--- src/design/scd_defines.svh ---
// constants for the command descriptor decoder
`ifndef SCD_DEFINES_SVH
`define SCD_DEFINES_SVH
`define SCD_OP_SECOUT 8'hB5
`define SCD_OP_DIAG 8'h1D
`define SCD_PROT_FIRST 8'h01
`define SCD_PROT_LAST 8'h06
`define SCD_INC512_BIT 7
`define SCD_UNIT_SHIFT 9
`define SCD_FC_DEFAULT 3'h0
`define SCD_FC_BG_SHORT 3'h1
`define SCD_FC_BG_EXT 3'h2
`define SCD_FC_ABORT 3'h4
`define SCD_FC_FG_SHORT 3'h5
`define SCD_FC_FG_EXT 3'h6
`define SCD_SK_GOOD 4'h0
`define SCD_SK_NOT_READY 4'h2
`define SCD_SK_ILLEGAL 4'h5
`define SCD_SK_HW_ERROR 4'h4
`define SCD_ASC_NONE 8'h00
`define SCD_ASC_INV_CDB 8'h24
`define SCD_ASC_DIAG_FAIL 8'h40
`define SCD_ST_GOOD 8'h00
`define SCD_ST_CHECK 8'h02
`define SCD_FG_SHORT_MIN 2
`define SCD_CLK_MHZ 40
// one wide operand keeps the product from wrapping at 32 bits
`define SCD_FG_SHORT_CYC (`SCD_FG_SHORT_MIN * 60 * `SCD_CLK_MHZ * 64'd1000000)
`define SCD_REG_CTRL 4'h0
`define SCD_REG_STAT 4'h1
`define SCD_REG_IRQ 4'h2
`define SCD_REG_MASK 4'h3
`define SCD_REG_LOG 4'h4
`define SCD_REG_PAGELEN 4'h5
`define SCD_PAGELEN_RST 16'h0000
`endif

--- src/design/scd_pkg.sv ---
// types for the command descriptor decoder
package scd_pkg;
	// one command block as delivered by the transport
	typedef struct packed {
		logic [11:0][7:0] b;
	} scd_unused_t;
	typedef struct packed {
		logic [7:0] op;
		logic [7:0] b1;
		logic [15:0] spec;
		logic [7:0] b4;
		logic [7:0] b5;
		logic [31:0] len;
		logic [7:0] b10;
		logic [7:0] ctrl;
	} scd_cdb_t;
	// command ending status
	typedef struct packed {
		logic [7:0] status;
		logic [3:0] key;
		logic [7:0] asc;
	} scd_end_t;
	// receive plan handed to the data-out path for a protocol command
	typedef struct packed {
		logic [7:0] protocol;
		logic [40:0] bytes;
		logic early_good;
	} scd_xfer_t;
	typedef enum logic [3:0] {
		SCD_IDLE = 4'b0001,
		SCD_XFER = 4'b0010,
		SCD_FG = 4'b0100,
		SCD_DONE = 4'b1000
	} scd_state_t;
endpackage

--- src/design/scd_cycle_counter.sv ---
// down counter for foreground test timeout
`timescale 1ns/1ps
`default_nettype none
module scd_cycle_counter #(
	parameter int W = 33
) (
	// clock and reset
	input wire logic clk,
	input wire logic rst_b,
	// control
	input wire logic load,
	input wire logic [W-1:0] value,
	input wire logic stop,
	// status
	output logic expired
);
	logic [W-1:0] cnt_q;
	logic run_q;
	// elaboration check: a one-bit counter cannot count down
	if (W < 2) begin : g_w_chk
		$error("counter width too small");
	end
	// counts down while running; expired is a one-cycle pulse once the count reaches one
	always_ff @(posedge clk or negedge rst_b) begin
		if (!rst_b) begin
			cnt_q <= '0;
			run_q <= 1'b0;
			expired <= 1'b0;
		end else begin
			expired <= 1'b0;
			if (load) begin
				cnt_q <= value;
				run_q <= 1'b1;
			end else if (stop) begin
				run_q <= 1'b0;
			end else if (run_q) begin
				if (cnt_q <= W'(1)) begin
					run_q <= 1'b0;
					expired <= 1'b1;
				end else begin
					cnt_q <= cnt_q - W'(1);
				end
			end
		end
	end
endmodule
`default_nettype wire

--- src/design/scd_decode.sv ---
// command decoder for protocol-out and send-diagnostic blocks
//
// The plain strobed port and the placing of the registers were chosen for this implementation.
`timescale 1ns/1ps
`default_nettype none
`include "scd_defines.svh"

// Operation
// - protocol-out block: B5h opcode, selector, specific, unit bit, length bytes 6-9
// - selector 00h and 07h-FFh reserved, 01h-06h are external protocols
// - unit bit one: length counts 512-byte units, padding bytes are 00h
// - unit bit zero: length is a plain byte count
// - protocol decides good status on receipt or after processing
// - diagnostic block 1Dh: function, page format, default test, offline flags, length
// - page format flag marks paged data, ignored when default test set
// - default test flag runs default test and ignores function code
// - code 001b starts short, 010b extended background test
// - code 100b aborts background test, valid only while one runs
// - 101b short foreground test within two minutes, 110b extended foreground
// - offline flags accepted and ignored
// - default test with nonzero list length gives illegal request, invalid CDB
// - list length must equal expected page length, else invalid CDB; the code checks it only when page format is set
// - spindle not at speed gives check condition, not ready
// - default or foreground test fault ends command with check condition
// - background test fault only logged, never ends a command in error
module scd_decode #(
	parameter int LEN_W = 41,
	parameter logic [32:0] FG_SHORT_CYC = 33'(`SCD_FG_SHORT_CYC)
) (
	// clock and reset
	input wire logic clk,
	input wire logic rst_b,
	// command block in
	input wire logic cmd_valid,
	input wire scd_pkg::scd_cdb_t cmd,
	// drive condition
	input wire logic spindle_ready,
	input wire logic data_done,
	input wire logic proto_done,
	input wire logic proto_early,
	input wire logic test_done,
	input wire logic test_fault,
	// register port
	input wire logic [3:0] reg_addr,
	input wire logic [15:0] reg_wdata,
	input wire logic reg_wr,
	input wire logic reg_rd,
	output logic [15:0] reg_rdata,
	// command results
	output logic end_valid,
	output scd_pkg::scd_end_t end_info,
	output logic xfer_start,
	output scd_pkg::scd_xfer_t xfer,
	output logic [2:0] test_start,
	output logic test_abort,
	output logic irq
);
	// elaboration checks: the scaled length needs room and the timer limit must be nonzero
	if (LEN_W < 41) begin : g_len_chk
		$error("length width too small for 512-byte units");
	end
	if (FG_SHORT_CYC == 33'h0_0000_0000) begin : g_fg_chk
		$error("foreground limit must be nonzero");
	end

	scd_pkg::scd_state_t state_q;
	logic bg_run_q;
	logic fg_q;
	logic [2:0] fc;
	logic dflt;
	logic pf;
	logic [15:0] plen;
	logic [15:0] page_len_q;
	logic [7:0] sel;
	logic sel_ok;
	logic fc_bad;
	logic fg_expired;
	logic [3:0] sts_q;
	logic [3:0] mask_q;
	logic [7:0] log_q;
	logic [3:0] ev;
	logic rd_sts;

	// ************************************************
	// field extraction
	// ************************************************
	assign sel = cmd.b1;
	assign sel_ok = (sel >= `SCD_PROT_FIRST) && (sel <= `SCD_PROT_LAST);
	assign fc = cmd.b1[7:5];
	assign dflt = cmd.b1[2];
	// offline flags in b1[1:0] deliberately unused
	assign pf = cmd.b1[4] & ~dflt;
	assign plen = {cmd.spec[7:0], cmd.b4};
	// reserved codes, and abort with nothing to abort
	assign fc_bad = (fc == 3'h3) || (fc == 3'h7) || ((fc == `SCD_FC_ABORT) && !bg_run_q);
	assign rd_sts = reg_rd && (reg_addr == `SCD_REG_IRQ);

	// ************************************************
	// command sequencing
	// ************************************************
	always_ff @(posedge clk or negedge rst_b) begin
		if (!rst_b) begin
			state_q <= scd_pkg::SCD_IDLE;
			end_valid <= 1'b0;
			end_info <= '0;
			xfer_start <= 1'b0;
			xfer <= '0;
			test_start <= 3'h0;
			test_abort <= 1'b0;
			fg_q <= 1'b0;
		end else begin
			end_valid <= 1'b0;
			xfer_start <= 1'b0;
			test_start <= 3'h0;
			test_abort <= 1'b0;
			case (state_q)
				scd_pkg::SCD_IDLE: begin
					if (cmd_valid && cmd.op == `SCD_OP_SECOUT) begin
						if (!sel_ok) begin
							end_info <= {`SCD_ST_CHECK, `SCD_SK_ILLEGAL, `SCD_ASC_INV_CDB};
							state_q <= scd_pkg::SCD_DONE;
						end else begin
							xfer.protocol <= sel;
							xfer.early_good <= proto_early;
							// 512-byte units; host pads with 00h
							if (cmd.b4[`SCD_INC512_BIT])
								xfer.bytes <= {cmd.len, 9'h000};
							else
								xfer.bytes <= {9'h000, cmd.len};
							xfer_start <= 1'b1;
							state_q <= scd_pkg::SCD_XFER;
						end
					end else if (cmd_valid && cmd.op == `SCD_OP_DIAG) begin
						if (!spindle_ready) begin
							end_info <= {`SCD_ST_CHECK, `SCD_SK_NOT_READY, `SCD_ASC_NONE};
							state_q <= scd_pkg::SCD_DONE;
						end else if (dflt && plen != 16'h0000) begin
							end_info <= {`SCD_ST_CHECK, `SCD_SK_ILLEGAL, `SCD_ASC_INV_CDB};
							state_q <= scd_pkg::SCD_DONE;
						end else if (!dflt && pf && plen != page_len_q) begin
							end_info <= {`SCD_ST_CHECK, `SCD_SK_ILLEGAL, `SCD_ASC_INV_CDB};
							state_q <= scd_pkg::SCD_DONE;
						end else if (!dflt && fc_bad) begin
							end_info <= {`SCD_ST_CHECK, `SCD_SK_ILLEGAL, `SCD_ASC_INV_CDB};
							state_q <= scd_pkg::SCD_DONE;
						end else if (dflt || fc == `SCD_FC_FG_SHORT || fc == `SCD_FC_FG_EXT) begin
							// default test treated as foreground short
							test_start <= dflt ? `SCD_FC_FG_SHORT : fc;
							fg_q <= 1'b1;
							state_q <= scd_pkg::SCD_FG;
						end else begin
							if (fc == `SCD_FC_BG_SHORT || fc == `SCD_FC_BG_EXT)
								test_start <= fc;
							if (fc == `SCD_FC_ABORT)
								test_abort <= 1'b1;
							end_info <= {`SCD_ST_GOOD, `SCD_SK_GOOD, `SCD_ASC_NONE};
							state_q <= scd_pkg::SCD_DONE;
						end
					end
				end
				scd_pkg::SCD_XFER: begin
					// early completion on receipt, else wait for processing
					if ((xfer.early_good && data_done) || proto_done) begin
						end_info <= {`SCD_ST_GOOD, `SCD_SK_GOOD, `SCD_ASC_NONE};
						state_q <= scd_pkg::SCD_DONE;
					end
				end
				scd_pkg::SCD_FG: begin
					if (test_done || fg_expired) begin
						fg_q <= 1'b0;
						if (test_fault || fg_expired)
							end_info <= {`SCD_ST_CHECK, `SCD_SK_HW_ERROR, `SCD_ASC_DIAG_FAIL};
						else
							end_info <= {`SCD_ST_GOOD, `SCD_SK_GOOD, `SCD_ASC_NONE};
						state_q <= scd_pkg::SCD_DONE;
					end
				end
				scd_pkg::SCD_DONE: begin
					end_valid <= 1'b1;
					state_q <= scd_pkg::SCD_IDLE;
				end
				default: state_q <= scd_pkg::SCD_IDLE;
			endcase
		end
	end

	// ************************************************
	// background test tracking and fault log
	// ************************************************
	always_ff @(posedge clk or negedge rst_b) begin
		if (!rst_b) begin
			bg_run_q <= 1'b0;
			log_q <= 8'h00;
		end else begin
			if (test_start == `SCD_FC_BG_SHORT || test_start == `SCD_FC_BG_EXT)
				bg_run_q <= 1'b1;
			else if (test_abort)
				bg_run_q <= 1'b0;
			else if (bg_run_q && !fg_q && test_done) begin
				bg_run_q <= 1'b0;
				// fault goes to the log only, no command status
				if (test_fault)
					log_q <= log_q + 8'h01;
			end
		end
	end

	// short foreground guard; extended test has no fixed bound
	scd_cycle_counter #(
		.W(33)
	) u_fg_timer (
		.clk(clk),
		.rst_b(rst_b),
		.load(test_start == `SCD_FC_FG_SHORT),
		.value(FG_SHORT_CYC),
		.stop(state_q != scd_pkg::SCD_FG),
		.expired(fg_expired)
	);

	// ************************************************
	// registers and interrupt
	// ************************************************
	// events: end, check, bg fault, bg done
	assign ev = {bg_run_q && !fg_q && test_done,
		bg_run_q && !fg_q && test_done && test_fault,
		end_valid && end_info.status == `SCD_ST_CHECK,
		end_valid};

	// set wins over read-clear so no event is lost
	always_ff @(posedge clk or negedge rst_b) begin
		if (!rst_b) begin
			sts_q <= 4'h0;
		end else begin
			sts_q <= (rd_sts ? 4'h0 : sts_q) | ev;
		end
	end

	always_ff @(posedge clk or negedge rst_b) begin
		if (!rst_b) begin
			mask_q <= 4'h0;
			page_len_q <= `SCD_PAGELEN_RST;
		end else if (reg_wr) begin
			if (reg_addr == `SCD_REG_MASK)
				mask_q <= reg_wdata[3:0];
			else if (reg_addr == `SCD_REG_PAGELEN)
				page_len_q <= reg_wdata;
		end
	end

	always_ff @(posedge clk or negedge rst_b) begin
		if (!rst_b) begin
			irq <= 1'b0;
		end else begin
			irq <= |(((rd_sts ? 4'h0 : sts_q) | ev) & mask_q);
		end
	end

	// read data stand one cycle after the strobe
	always_ff @(posedge clk or negedge rst_b) begin
		if (!rst_b) begin
			reg_rdata <= 16'h0000;
		end else if (reg_rd) begin
			if (reg_addr == `SCD_REG_STAT)
				reg_rdata <= {10'h000, bg_run_q, fg_q, state_q};
			else if (reg_addr == `SCD_REG_IRQ)
				reg_rdata <= {12'h000, sts_q};
			else if (reg_addr == `SCD_REG_MASK)
				reg_rdata <= {12'h000, mask_q};
			else if (reg_addr == `SCD_REG_LOG)
				reg_rdata <= {8'h00, log_q};
			else if (reg_addr == `SCD_REG_PAGELEN)
				reg_rdata <= page_len_q;
			else
				reg_rdata <= 16'h0000;
		end else begin
			reg_rdata <= 16'h0000;
		end
	end
endmodule
`default_nettype wire

--- config.mk ---
export PLATFORM = sky130hd
export DESIGN_NAME = scd_decode
export DESIGN_NICKNAME = d
export VERILOG_FILES = /design/src/design/scd_pkg.sv /design/src/design/scd_cycle_counter.sv /design/src/design/scd_decode.sv
export VERILOG_INCLUDE_DIRS = /design/src /design/src/design
export SDC_FILE = /design/constraint.sdc
export NUM_CORES = 1
export LEC_CHECK = 0
export ABC_AREA = 1
export BUFFER_PORTS_ARGS = -buffer_cell sky130_fd_sc_hd__buf_2
export CAP_MARGIN = 20
export CORE_MARGIN = 2
export CORE_UTILIZATION = 54
export CTS_CLUSTER_SIZE = 30
export DETAILED_ROUTE_END_ITERATION = 16
export GPL_TIMING_DRIVEN = 1
export HOLD_SLACK_MARGIN = 0.05
export PLACE_DENSITY = 0.8
export SYNTH_ARGS = -nofsm -noshare
export SYNTH_HDL_FRONTEND = slang
export SYNTH_SLANG_ARGS = --single-unit
--- constraint.sdc ---
create_clock -name clk -period 3.25 [get_ports clk]
set_input_delay 0.325 -clock clk [delete_from_list [all_inputs] [get_ports clk]]
set_output_delay 0.325 -clock clk [all_outputs]
set_load 0.02 [all_outputs]
==> report_table.html, run 1 <==
<table>
<tr><th>Metric</th><th>Value</th></tr>
<tr><th colspan="2">Yosys</th></tr>
<tr><td>Post-synth EDFFs</td><td>0</td></tr>
<tr><td>Sequential fraction of the synthesis area</td><td>0.486</td></tr>
<tr><td>Number of instances in the synthesized netlist</td><td>around 1000</td></tr>
<tr><td>Number of distinct library cells after synthesis</td><td>42</td></tr>
<tr><td>Top_reg_cell synth</td><td>sky130_fd_sc_hd__dfrtp_1</td></tr>
<tr><td>Post-Syn Area</td><td>7770 um2</td></tr>
<tr><td>Number of register bits inferred by synthesis</td><td>about 150</td></tr>
<tr><td>Avg Synthesized Cell Area</td><td>around 8 um2</td></tr>
<tr><td>Synthesis Warnings</td><td>0</td></tr>
<tr><td>Async SR Flop Fraction</td><td>1.00</td></tr>
<tr><th colspan="2">Drt</th></tr>
<tr><td>Final Routed Wirelength</td><td>roughly 20000 um</td></tr>
<tr><td>Count of TritonRoute iterations in the first routing pass</td><td>5</td></tr>
<tr><td>WL per Instance</td><td>roughly 15 um</td></tr>
<tr><td>Drc violations</td><td>0</td></tr>
<tr><td>DR vias/cell</td><td>~5.2</td></tr>
<tr><td>Routed via count</td><td>between 7000 and 8000</td></tr>
<tr><td>Number of design-rule violations left by the first detailed-router iteration</td><td>~430</td></tr>
<tr><td>Antenna Violating Nets Remaining</td><td>0</td></tr>
<tr><th colspan="2">GRT</th></tr>
<tr><td>Initial antenna violation count</td><td>0</td></tr>
<tr><td>Largest net degree at the start of global routing</td><td>70</td></tr>
<tr><td>Gr usage total</td><td>0.279</td></tr>
<tr><td>First-pass GRT wire length</td><td>33000 um</td></tr>
<tr><td>Number of global-route vias before repair</td><td>approximately 6800</td></tr>
<tr><td>GRT Residual Overflow</td><td>0</td></tr>
<tr><th colspan="2">Floorplan</th></tr>
<tr><td>Area of the core region</td><td>14000 um2</td></tr>
<tr><td>Row count</td><td>43</td></tr>
<tr><td>Die W</td><td>about 120 um</td></tr>
<tr><td>Die area</td><td>15400 um2</td></tr>
<tr><td>Top-level I/O count</td><td>220</td></tr>
<tr><td>Chip Height</td><td>around 120 um</td></tr>
<tr><td>Initial cell density of the core</td><td>0.556</td></tr>
<tr><th colspan="2">CTS</th></tr>
<tr><td>Total clock buffers created by CTS</td><td>17</td></tr>
<tr><td>Buffer count from post-CTS setup fixing</td><td>0</td></tr>
<tr><td>Clock transition at the registers of the reported paths</td><td>0.06 ns</td></tr>
<tr><td>Sinks on Clock Net</td><td>between 150 and 200</td></tr>
<tr><td>Clock H-tree levels</td><td>4</td></tr>
<tr><td>Clk buf depth</td><td>2</td></tr>
<tr><td>CTS tree</td><td>built</td></tr>
<tr><td>Clock tree root buffer cell</td><td>sky130_fd_sc_hd__clkbuf_16</td></tr>
<tr><td>Clock Latency Late Sink</td><td>roughly 0.42 ns</td></tr>
<tr><th colspan="2">Critical path</th></tr>
<tr><td>Endpoint required time on the critical path</td><td>3.53 ns</td></tr>
<tr><td>Crit path kind</td><td>flop to flop</td></tr>
<tr><td>Top delay family on crit path</td><td>simple AND/OR/NAND/NOR gates</td></tr>
<tr><td>Worst-path cell with the longest stage delay</td><td>sky130_fd_sc_hd__inv_2</td></tr>
<tr><td>Critical R2R Capture</td><td>u_fg_timer.cnt_q[4]</td></tr>
<tr><td>R2r setup slk</td><td>just under 0.9 ns</td></tr>
<tr><td>Cell occurring most often along the worst timing path</td><td>sky130_fd_sc_hd__inv_1</td></tr>
<tr><td>Combined buffer and inverter count along the critical path</td><td>3</td></tr>
<tr><td>Setup crit start kind</td><td>flop</td></tr>
<tr><td>Critical Path Start</td><td>u_fg_timer.cnt_q[1]</td></tr>
<tr><td>Max Fanout on Critical Path</td><td>40</td></tr>
<tr><td>Length in cells of the worst reg-to-reg path</td><td>9</td></tr>
<tr><td>CP Data Arrival Time</td><td>roughly 2.7 ns</td></tr>
<tr><td>Crit path capture type</td><td>flop</td></tr>
<tr><td>Worst path cell trace</td><td>inv_1 -&gt; ha_1 -&gt; inv_1 -&gt; nor4_1 -&gt; nand3_1 -&gt; nand3_4 -&gt; nand2_4 -&gt; inv_2 -&gt; o21ai_0</td></tr>
<tr><td>Delay of the slowest critical-path stage</td><td>roughly 0.44 ns</td></tr>
<tr><td>Beginning of the worst register-to-register path</td><td>u_fg_timer.cnt_q[1]</td></tr>
<tr><th colspan="2">Cells and area</th></tr>
<tr><td>Area added between synthesis and finish</td><td>20.0%</td></tr>
<tr><td>Top library cells by usage in the layout, fill and taps aside</td><td>sky130_fd_sc_hd__nand2_1, sky130_fd_sc_hd__buf_2, sky130_fd_sc_hd__dfrtp_1</td></tr>
<tr><td>Filler Cell Count</td><td>around 1200</td></tr>
<tr><td>Antenna cell count</td><td>0</td></tr>
<tr><td>Footprint of the flip-flops and latches</td><td>3780 um2</td></tr>
<tr><td>NumNets Final</td><td>1290</td></tr>
<tr><td>Proportion of layout cells with a drive suffix above 1</td><td>0.194</td></tr>
<tr><td>Commonest non-fill, non-tap cell in the layout</td><td>sky130_fd_sc_hd__nand2_1</td></tr>
<tr><td>Post-layout utilization of the core</td><td>0.667</td></tr>
<tr><td>Area used by multi-input combinational logic</td><td>between 3000 and 4000 um2</td></tr>
<tr><th colspan="2">Place</th></tr>
<tr><td>DP Wirelength</td><td>14500 um</td></tr>
<tr><td>Count of buffers from port buffering</td><td>approximately 170</td></tr>
<tr><td>Final weighted congestion in routability-driven placement</td><td>~0.93</td></tr>
<tr><td>Setup WS pre-CTS</td><td>0.870 ns</td></tr>
<tr><th colspan="2">Timing</th></tr>
<tr><td>Unrepaired setup endpoints after global routing</td><td>false</td></tr>
<tr><td>Post-route worst hold slack</td><td>0.112 ns</td></tr>
<tr><td>Slew at the pin closest to its max-slew limit</td><td>around 0.65 ns</td></tr>
<tr><td>Final setup viols</td><td>0</td></tr>
<tr><td>Max Slew Vio Count</td><td>0</td></tr>
<tr><td>Max-Slew Margin vs Limit</td><td>0.570</td></tr>
<tr><td>Post-route worst setup slack</td><td>around 0.86 ns</td></tr>
<tr><td>Final worst path period need</td><td>roughly 2.4 ns</td></tr>
<tr><td>Final Hold Fails</td><td>0</td></tr>
<tr><td>Maximum frequency from static timing analysis</td><td>0.419 GHz</td></tr>
<tr><td>Ratio of final minimum period to clock period</td><td>0.734</td></tr>
<tr><td>Accumulated negative setup slack</td><td>0 ns</td></tr>
<tr><td>Setup clock skew after layout</td><td>0.00874 ns</td></tr>
<tr><th colspan="2">Power</th></tr>
<tr><td>Power per Cell Area</td><td>511 nW/um2</td></tr>
<tr><td>Leakage dissipation</td><td>about 5.5 nW</td></tr>
<tr><td>Pwr Total</td><td>0.00476 W</td></tr>
<tr><td>Maximum vdd drop</td><td>about 0.38 mV</td></tr>
<tr><th colspan="2">Min path</th></tr>
<tr><td>Cells on Worst Hold Path</td><td>3</td></tr>
<tr><td>Worst hold path endpoint</td><td>xfer[0]</td></tr>
<tr><td>Worst hold path startpoint</td><td>proto_early</td></tr>
<tr><td>Tightest Hold Check Type</td><td>input pin to flop</td></tr>
<tr><th colspan="2">Job</th></tr>
<tr><td>Number of violations of the max-capacitance limit</td><td>0</td></tr>
<tr><th colspan="2">Status</th></tr>
<tr><td>Outcome</td><td>finished clean</td></tr>
</table>
-- state kept, by name, indices dropped and copies added, names as in the netlist, 3 cells and up --
name,cells
xfer,50
u_fg_timer.cnt_q,33
page_len_q,16
reg_rdata,16
log_q,8
end_info,5
mask_q,4
state_q,4
sts_q,4
test_start,3
-- cell usage after synthesis (3+ instances only) --
| library cell | count | area share |
|---|---|---|
| sky130_fd_sc_hd__xor2_1 | 28 | 0.032 |
| sky130_fd_sc_hd__a211oi_1 | 3 | 0.0029 |
| sky130_fd_sc_hd__o21ai_0 | 59 | 0.038 |
| sky130_fd_sc_hd__ha_1 | 3 | 0.0048 |
| sky130_fd_sc_hd__a31oi_1 | 3 | 0.0024 |
| sky130_fd_sc_hd__inv_1 | 108 | 0.052 |
| sky130_fd_sc_hd__nand3b_1 | 4 | 0.0039 |
| sky130_fd_sc_hd__nor2_1 | 114 | 0.055 |
| sky130_fd_sc_hd__mux2i_1 | 23 | 0.030 |
| sky130_fd_sc_hd__nand2_1 | 291 | 0.14 |
| sky130_fd_sc_hd__o21ai_1 | 6 | 0.0039 |
| sky130_fd_sc_hd__nor4_1 | 5 | 0.0040 |
| sky130_fd_sc_hd__nand3_1 | 60 | 0.039 |
| sky130_fd_sc_hd__nand4_1 | 14 | 0.011 |
| sky130_fd_sc_hd__nor3_1 | 19 | 0.012 |
| sky130_fd_sc_hd__buf_1 | 3 | 0.0014 |
| sky130_fd_sc_hd__xnor2_1 | 6 | 0.0068 |
| sky130_fd_sc_hd__buf_4 | 17 | 0.016 |
| sky130_fd_sc_hd__a21oi_1 | 23 | 0.015 |
| sky130_fd_sc_hd__o22ai_1 | 3 | 0.0024 |
| sky130_fd_sc_hd__buf_2 | 8 | 0.0052 |
| sky130_fd_sc_hd__clkbuf_1 | 14 | 0.0068 |
| sky130_fd_sc_hd__o211ai_1 | 3 | 0.0029 |
| sky130_fd_sc_hd__dfrtp_1 | 150 | 0.48 |
-- per-layer routing --
| metal | vias up | global-route usage | routed length [um] |
|---|---|---|---|
| met5 | - | 0 | 0 |
| met4 | 0 | 0.0744 | 370 |
| met3 | 34 | 0.0852 | 1740 |
| met2 | 284 | 0.450 | 9300 |
| met1 | 3323 | 0.369 | 8630 |
| li1 | 3455 | - | - |
-- power breakdown --
| group | total (W) | switching, W | internal (W) |
|---|---|---|---|
| Clock | 0.00190 | 0.000776 | 0.00113 |
| Combinational | 0.000713 | 0.000473 | 0.000240 |
| Sequential | 0.00215 | 0.000114 | 0.00203 |
| Total | 0.00476 | 0.00136 | 0.00340 |
-- cell type report --
cell class | instances | area share
Sequential cell | 151 | 0.405
Multi-Input combinational cell | 697 | 0.361
Timing Repair Buffer | 183 | 0.104
Clock buffer | 20 | 0.0468
Inverter | 110 | 0.0443
Tap cell | 180 | 0.0242
Clock inverter | 12 | 0.0137
-- worst reg2reg max path, delay by kind of cell, from the launching register on --
kind / cells / cell delay, ns
simple gates: 4 / 0.90
fa+ha+maj: 1 / 0.21
buf+inv: 3 / 0.65
flops: 1 / 0.36
compound gates: 1 / 0.14
-- worst max path at each step --
stage	cells after the start	slack, ns	endpoint
2_1_floorplan	11	1.54	u_fg_timer.cnt_q[3]
3_3_place_gp	9	0.95	u_fg_timer.cnt_q[4]
3_5_place_dp	9	0.87	u_fg_timer.cnt_q[4]
4_1_cts	9	0.86	u_fg_timer.cnt_q[4]
5_1_grt	9	0.54	u_fg_timer.cnt_q[4]
6_report	9	0.86	u_fg_timer.cnt_q[4]
-- through the flow --
stage	area, um2	instances
2_1_floorplan	7820	1002
3_3_place_gp	8750	1320
3_5_place_dp	8750	1320
4_1_cts	9330	1353
5_1_grt	9330	1353
6_report	9330	1353
-- cell families after synthesis --
family                     Yosys count  synth area share
and+or+nand+nor                    520             0.283
buffers and inverters              154            0.0858
DFF                                151             0.486
AOI/OAI and AO/OA                  104            0.0715
xor gates and xnor gates            34            0.0383
muxes                               23            0.0296
adders and majority gates            3           0.00483
other                                1          0.000482
-- repair_timing --
action / CTS / global route
gates resized for setup: 0 / 0
endpoints found under the hold margin: 66 / 0
hold buffers: 1 / 0
endpoints found under the setup margin: 0 / 0
(Power assumes the default switching activity.)
==> inputs of run 2 (changes only) <==
--- a/config.mk
+++ b/config.mk
@@ -6,16 +6,16 @@
 export SDC_FILE = /design/constraint.sdc
 export NUM_CORES = 1
 export LEC_CHECK = 0
-export ABC_AREA = 1
+export ABC_AREA = 0
 export BUFFER_PORTS_ARGS = -buffer_cell sky130_fd_sc_hd__buf_2
 export CAP_MARGIN = 20
 export CORE_MARGIN = 2
-export CORE_UTILIZATION = 54
+export CORE_UTILIZATION = 47
 export CTS_CLUSTER_SIZE = 30
 export DETAILED_ROUTE_END_ITERATION = 16
 export GPL_TIMING_DRIVEN = 1
 export HOLD_SLACK_MARGIN = 0.05
-export PLACE_DENSITY = 0.8
+export PLACE_DENSITY = 0.75
 export SYNTH_ARGS = -nofsm -noshare
 export SYNTH_HDL_FRONTEND = slang
 export SYNTH_SLANG_ARGS = --single-unit
==> constraint.sdc (replaced) <==
create_clock -name clk -period 2.15 [get_ports clk]
set_input_delay 0.215 -clock clk [delete_from_list [all_inputs] [get_ports clk]]
set_output_delay 0.215 -clock clk [all_outputs]
set_load 0.02 [all_outputs]
==> report_table.html, run 2 <==
<table>
<tr><th>Metric</th><th>Value</th></tr>
<tr><th colspan="2">Status</th></tr>
<tr><td>Outcome</td><td>finished, violations left</td></tr>
<tr><td>Violations in the final reports</td><td>setup timing</td></tr>
<tr><th colspan="2">Drt</th></tr>
<tr><td>DR vias/cell</td><td>5.44</td></tr>
<tr><td>Drc violations</td><td>0</td></tr>
<tr><td>Number of design-rule violations left by the first detailed-router iteration</td><td>between 300 and 400</td></tr>
<tr><td>Routed via count</td><td>~6200</td></tr>
<tr><td>WL per Instance</td><td>17.2 um</td></tr>
<tr><td>Final Routed Wirelength</td><td>around 20000 um</td></tr>
<tr><td>Antenna Violating Nets Remaining</td><td>0</td></tr>
<tr><td>Count of TritonRoute iterations in the first routing pass</td><td>5</td></tr>
<tr><th colspan="2">Power</th></tr>
<tr><td>Power Internal</td><td>between 0.005 and 0.006 W</td></tr>
<tr><td>Sw frac</td><td>0.255</td></tr>
<tr><td>Power per Cell Area</td><td>roughly 720 nW/um2</td></tr>
<tr><td>Sequential group share of total power</td><td>0.462</td></tr>
<tr><td>Part of the total power dissipated in the clock network</td><td>0.426</td></tr>
<tr><td>Leakage dissipation</td><td>a little under 5 nW</td></tr>
<tr><td>Portion of total power attributed to combinational logic</td><td>0.113</td></tr>
<tr><td>Net switching power figure</td><td>about 0.0017 W</td></tr>
<tr><td>Maximum vdd drop</td><td>around 0.57 mV</td></tr>
<tr><th colspan="2">Critical path</th></tr>
<tr><td>Max Fanout on Critical Path</td><td>6</td></tr>
<tr><td>Top delay family on crit path</td><td>simple AND/OR/NAND/NOR gates</td></tr>
<tr><td>Delay of the slowest critical-path stage</td><td>around 0.55 ns</td></tr>
<tr><td>Worst path cell trace</td><td>or3_4 -&gt; or4_4 -&gt; a311o_1 -&gt; or3_1 -&gt; xor2_1 -&gt; nand2_1</td></tr>
<tr><td>Combined buffer and inverter count along the critical path</td><td>0</td></tr>
<tr><td>CP Data Arrival Time</td><td>approximately 2.6 ns</td></tr>
<tr><td>Endpoint required time on the critical path</td><td>2.45 ns</td></tr>
<tr><td>Worst-path cell with the longest stage delay</td><td>sky130_fd_sc_hd__or4_4</td></tr>
<tr><td>Crit path kind</td><td>flop to flop</td></tr>
<tr><td>Setup crit start kind</td><td>flop</td></tr>
<tr><td>Crit path capture type</td><td>flop</td></tr>
<tr><th colspan="2">CTS</th></tr>
<tr><td>Clock Latency Late Sink</td><td>0.42 ns</td></tr>
<tr><td>Total clock buffers created by CTS</td><td>17</td></tr>
<tr><td>CTS tree</td><td>built</td></tr>
<tr><td>Clock transition at the registers of the reported paths</td><td>0.06 ns</td></tr>
<tr><td>Clock H-tree levels</td><td>4</td></tr>
<tr><td>Clock tree root buffer cell</td><td>sky130_fd_sc_hd__clkbuf_16</td></tr>
<tr><td>Sinks on Clock Net</td><td>approximately 150</td></tr>
<tr><td>Clk buf depth</td><td>2</td></tr>
<tr><th colspan="2">Floorplan</th></tr>
<tr><td>Chip Height</td><td>~130 um</td></tr>
<tr><td>Top-level I/O count</td><td>220</td></tr>
<tr><td>Die W</td><td>approximately 130 um</td></tr>
<tr><td>Row count</td><td>44</td></tr>
<tr><td>Die area</td><td>~16000 um2</td></tr>
<tr><td>Initial cell density of the core</td><td>0.486</td></tr>
<tr><td>Area of the core region</td><td>roughly 15000 um2</td></tr>
<tr><th colspan="2">Cells and area</th></tr>
<tr><td>Proportion of layout cells with a drive suffix above 1</td><td>0.333</td></tr>
<tr><td>Post-layout utilization of the core</td><td>0.655</td></tr>
<tr><td>Footprint of the flip-flops and latches</td><td>3780 um2</td></tr>
<tr><td>Number of flip-flops under the largest register name</td><td>50</td></tr>
<tr><td>Commonest non-fill, non-tap cell in the layout</td><td>sky130_fd_sc_hd__buf_2</td></tr>
<tr><td>Filler Cell Count</td><td>1161</td></tr>
<tr><td>Area added between synthesis and finish</td><td>34.8%</td></tr>
<tr><td>NumNets Final</td><td>roughly 1100</td></tr>
<tr><td>Area used by multi-input combinational logic</td><td>3280 um2</td></tr>
<tr><td>Register with the most flip-flops</td><td>xfer</td></tr>
<tr><td>Top library cells by usage in the layout, fill and taps aside</td><td>sky130_fd_sc_hd__buf_2, sky130_fd_sc_hd__dfrtp_1, sky130_fd_sc_hd__nand2_1</td></tr>
<tr><td>Largest registers</td><td>xfer (50), u_fg_timer.cnt_q (33)</td></tr>
<tr><th colspan="2">Place</th></tr>
<tr><td>Final weighted congestion in routability-driven placement</td><td>roughly 0.90</td></tr>
<tr><td>Count of buffers from port buffering</td><td>roughly 170</td></tr>
<tr><td>DP Wirelength</td><td>13400 um</td></tr>
<tr><td>Setup WS pre-CTS</td><td>-0.352 ns</td></tr>
<tr><th colspan="2">GRT</th></tr>
<tr><td>Initial antenna violation count</td><td>1</td></tr>
<tr><td>Number of global-route vias before repair</td><td>6258</td></tr>
<tr><td>Largest net degree at the start of global routing</td><td>between 70 and 80</td></tr>
<tr><td>First-pass GRT wire length</td><td>31400 um</td></tr>
<tr><td>Gr usage total</td><td>0.247</td></tr>
<tr><td>GRT Residual Overflow</td><td>0</td></tr>
<tr><th colspan="2">Yosys</th></tr>
<tr><td>Synthesis Warnings</td><td>0</td></tr>
<tr><td>Yosys top cell area share</td><td>0.527</td></tr>
<tr><td>Number of instances in the synthesized netlist</td><td>roughly 680</td></tr>
<tr><td>Compound-cell area share of the yosys netlist</td><td>0.0729</td></tr>
<tr><td>Most common cell in the synthesized netlist</td><td>sky130_fd_sc_hd__dfrtp_1</td></tr>
<tr><td>Async SR Flop Fraction</td><td>1.00</td></tr>
<tr><td>Largest family of logic cells by synthesized area</td><td>simple AND/OR/NAND/NOR gates</td></tr>
<tr><td>Sequential fraction of the synthesis area</td><td>0.531</td></tr>
<tr><td>Number of distinct library cells after synthesis</td><td>55</td></tr>
<tr><td>List of most frequent post-synthesis cells</td><td>sky130_fd_sc_hd__dfrtp_1, sky130_fd_sc_hd__nand2_1, sky130_fd_sc_hd__nor2_1</td></tr>
<tr><td>Synthesized-area fraction occupied by and/or/nand/nor cells</td><td>0.215</td></tr>
<tr><td>Post-Syn Area</td><td>approximately 7100 um2</td></tr>
<tr><td>Share of synthesized area spent on multiplexers</td><td>0.0778</td></tr>
<tr><td>Post-synth EDFFs</td><td>0</td></tr>
<tr><td>Area leader, netlist</td><td>sky130_fd_sc_hd__dfrtp_1</td></tr>
<tr><td>Top_reg_cell synth</td><td>sky130_fd_sc_hd__dfrtp_1</td></tr>
<tr><td>Number of register bits inferred by synthesis</td><td>approximately 150</td></tr>
<tr><td>Adder-cell share of the synthesized area</td><td>0.00527</td></tr>
<tr><td>Biggest area contributors in the synthesized netlist</td><td>sky130_fd_sc_hd__dfrtp_1, sky130_fd_sc_hd__nand2_1, sky130_fd_sc_hd__mux2_2</td></tr>
<tr><td>Xor-xnor portion of the synthesized cell area</td><td>0.0615</td></tr>
<tr><td>Avg Synthesized Cell Area</td><td>around 10 um2</td></tr>
<tr><th colspan="2">Job</th></tr>
<tr><td>Number of violations of the max-capacitance limit</td><td>0</td></tr>
<tr><th colspan="2">Timing</th></tr>
<tr><td>Slew at the pin closest to its max-slew limit</td><td>0.689 ns</td></tr>
<tr><td>Final worst path period need</td><td>2.34 ns</td></tr>
<tr><td>Max Slew Vio Count</td><td>0</td></tr>
<tr><td>Final Hold Fails</td><td>0</td></tr>
<tr><td>Ratio of final minimum period to clock period</td><td>1.09</td></tr>
<tr><td>Post-route worst setup slack</td><td>-0.194 ns</td></tr>
<tr><td>Final setup viols</td><td>33</td></tr>
<tr><td>Maximum frequency from static timing analysis</td><td>0.427 GHz</td></tr>
<tr><td>Max-Slew Margin vs Limit</td><td>0.540</td></tr>
<tr><td>Unrepaired setup endpoints after global routing</td><td>true</td></tr>
<tr><td>Setup clock skew after layout</td><td>about 0.0080 ns</td></tr>
<tr><td>Post-route worst hold slack</td><td>between 0.06 and 0.07 ns</td></tr>
<tr><th colspan="2">Min path</th></tr>
<tr><td>Tightest Hold Check Type</td><td>input pin to flop</td></tr>
</table>
## run 2: cell types whose count changed after synthesis, sizes merged, moves of 19 or more
cell,previous run,this run
inv,110,9
xnor2,6,25
mux2,0,27
o21ai,65,40
nor2,117,43
nand2,293,100
nand3,63,22
## run 2: worst paths after layout
check                           depth (start not counted)                   end  slack (ns)                 from
worst max-delay path                                    6  u_fg_timer.cnt_q[17]       -0.19  u_fg_timer.cnt_q[5]
worst min-delay path                                    3               xfer[2]        0.06              cmd[17]
worst max register to register                          6  u_fg_timer.cnt_q[17]       -0.19  u_fg_timer.cnt_q[5]
worst min register to register                          2              xfer[43]        0.46             xfer[43]
max in group asynchronous                               3         page_len_q[5]        1.17                rst_b
min in group asynchronous                               2        page_len_q[11]        0.33                rst_b
## run 2: layout make-up
cell class,count,area share
sequential,151,0.394
multi-input combinational,493,0.342
timing repair buffer,264,0.177
clock buffer,20,0.0466
tap,184,0.0240
clock inverter,12,0.0133
inverter,9,0.00352
antenna,1,0.000261
## run 2: kinds of logic (layout without fill, tap and decap cells)
kind of cell             count (synthesis)  count (layout)
AND/OR/NAND/NOR                        293             293
flip-flops                             151             151
AO/OA/AOI/OAI                           82              82
multiplexers                            52              52
buffers and inverters                   52             305
XOR/XNOR                                50              50
adder cells (fa/ha/maj)                  3               3
other                                    1              14
## run 2: worst reg2reg max path: stages (launching register included)
cell	delay, ns
sky130_fd_sc_hd__dfrtp_1	0.37
sky130_fd_sc_hd__or3_4	0.38
sky130_fd_sc_hd__or4_4	0.55
sky130_fd_sc_hd__a311o_1	0.37
sky130_fd_sc_hd__or3_1	0.34
sky130_fd_sc_hd__xor2_1	0.14
sky130_fd_sc_hd__nand2_1	0.07
## run 2: repair_timing
item                                   CTS  global route
setup buffers                            2             5
setup endpoints to repair               88            50
gates cloned                             0             0
resized for setup                       14             9
hold buffers                            32             0
pin swaps                                6            12
endpoints found under the hold margin   88             0
## run 2: metal layers
layer	global-route usage	vias to the layer above	share of wire
met2	0.395	236	0.48
met5	0	-	0
li1	-	2880	-
met4	0.0957	0	0.027
met1	0.323	3008	0.43
met3	0.0699	40	0.060
## run 2: metrics by stage
step	power, W	cell area (um2)	instances	TNS, ns
2_1_floorplan	0.00358	7200	696	-2.60
3_3_place_gp	0.00388	8510	1063	-12.30
3_5_place_dp	0.00391	8510	1063	-14.95
4_1_cts	0.00688	9520	1129	-3.83
5_1_grt	0.00715	9590	1133	-7.08
6_report	0.00687	9600	1134	-4.11
## run 2: power by group through the flow
| stage | sequential, W | combinational (W) | clock (W) |
|---|---|---|---|
| floorplan | 0.00319 | 0.000387 | 0 |
| global placement | 0.00320 | 0.000676 | 0 |
| detailed placement | 0.00322 | 0.000696 | 0 |
| CTS | 0.00317 | 0.000752 | 0.00296 |
| global route | 0.00319 | 0.000850 | 0.00311 |
| finish | 0.00317 | 0.000774 | 0.00292 |
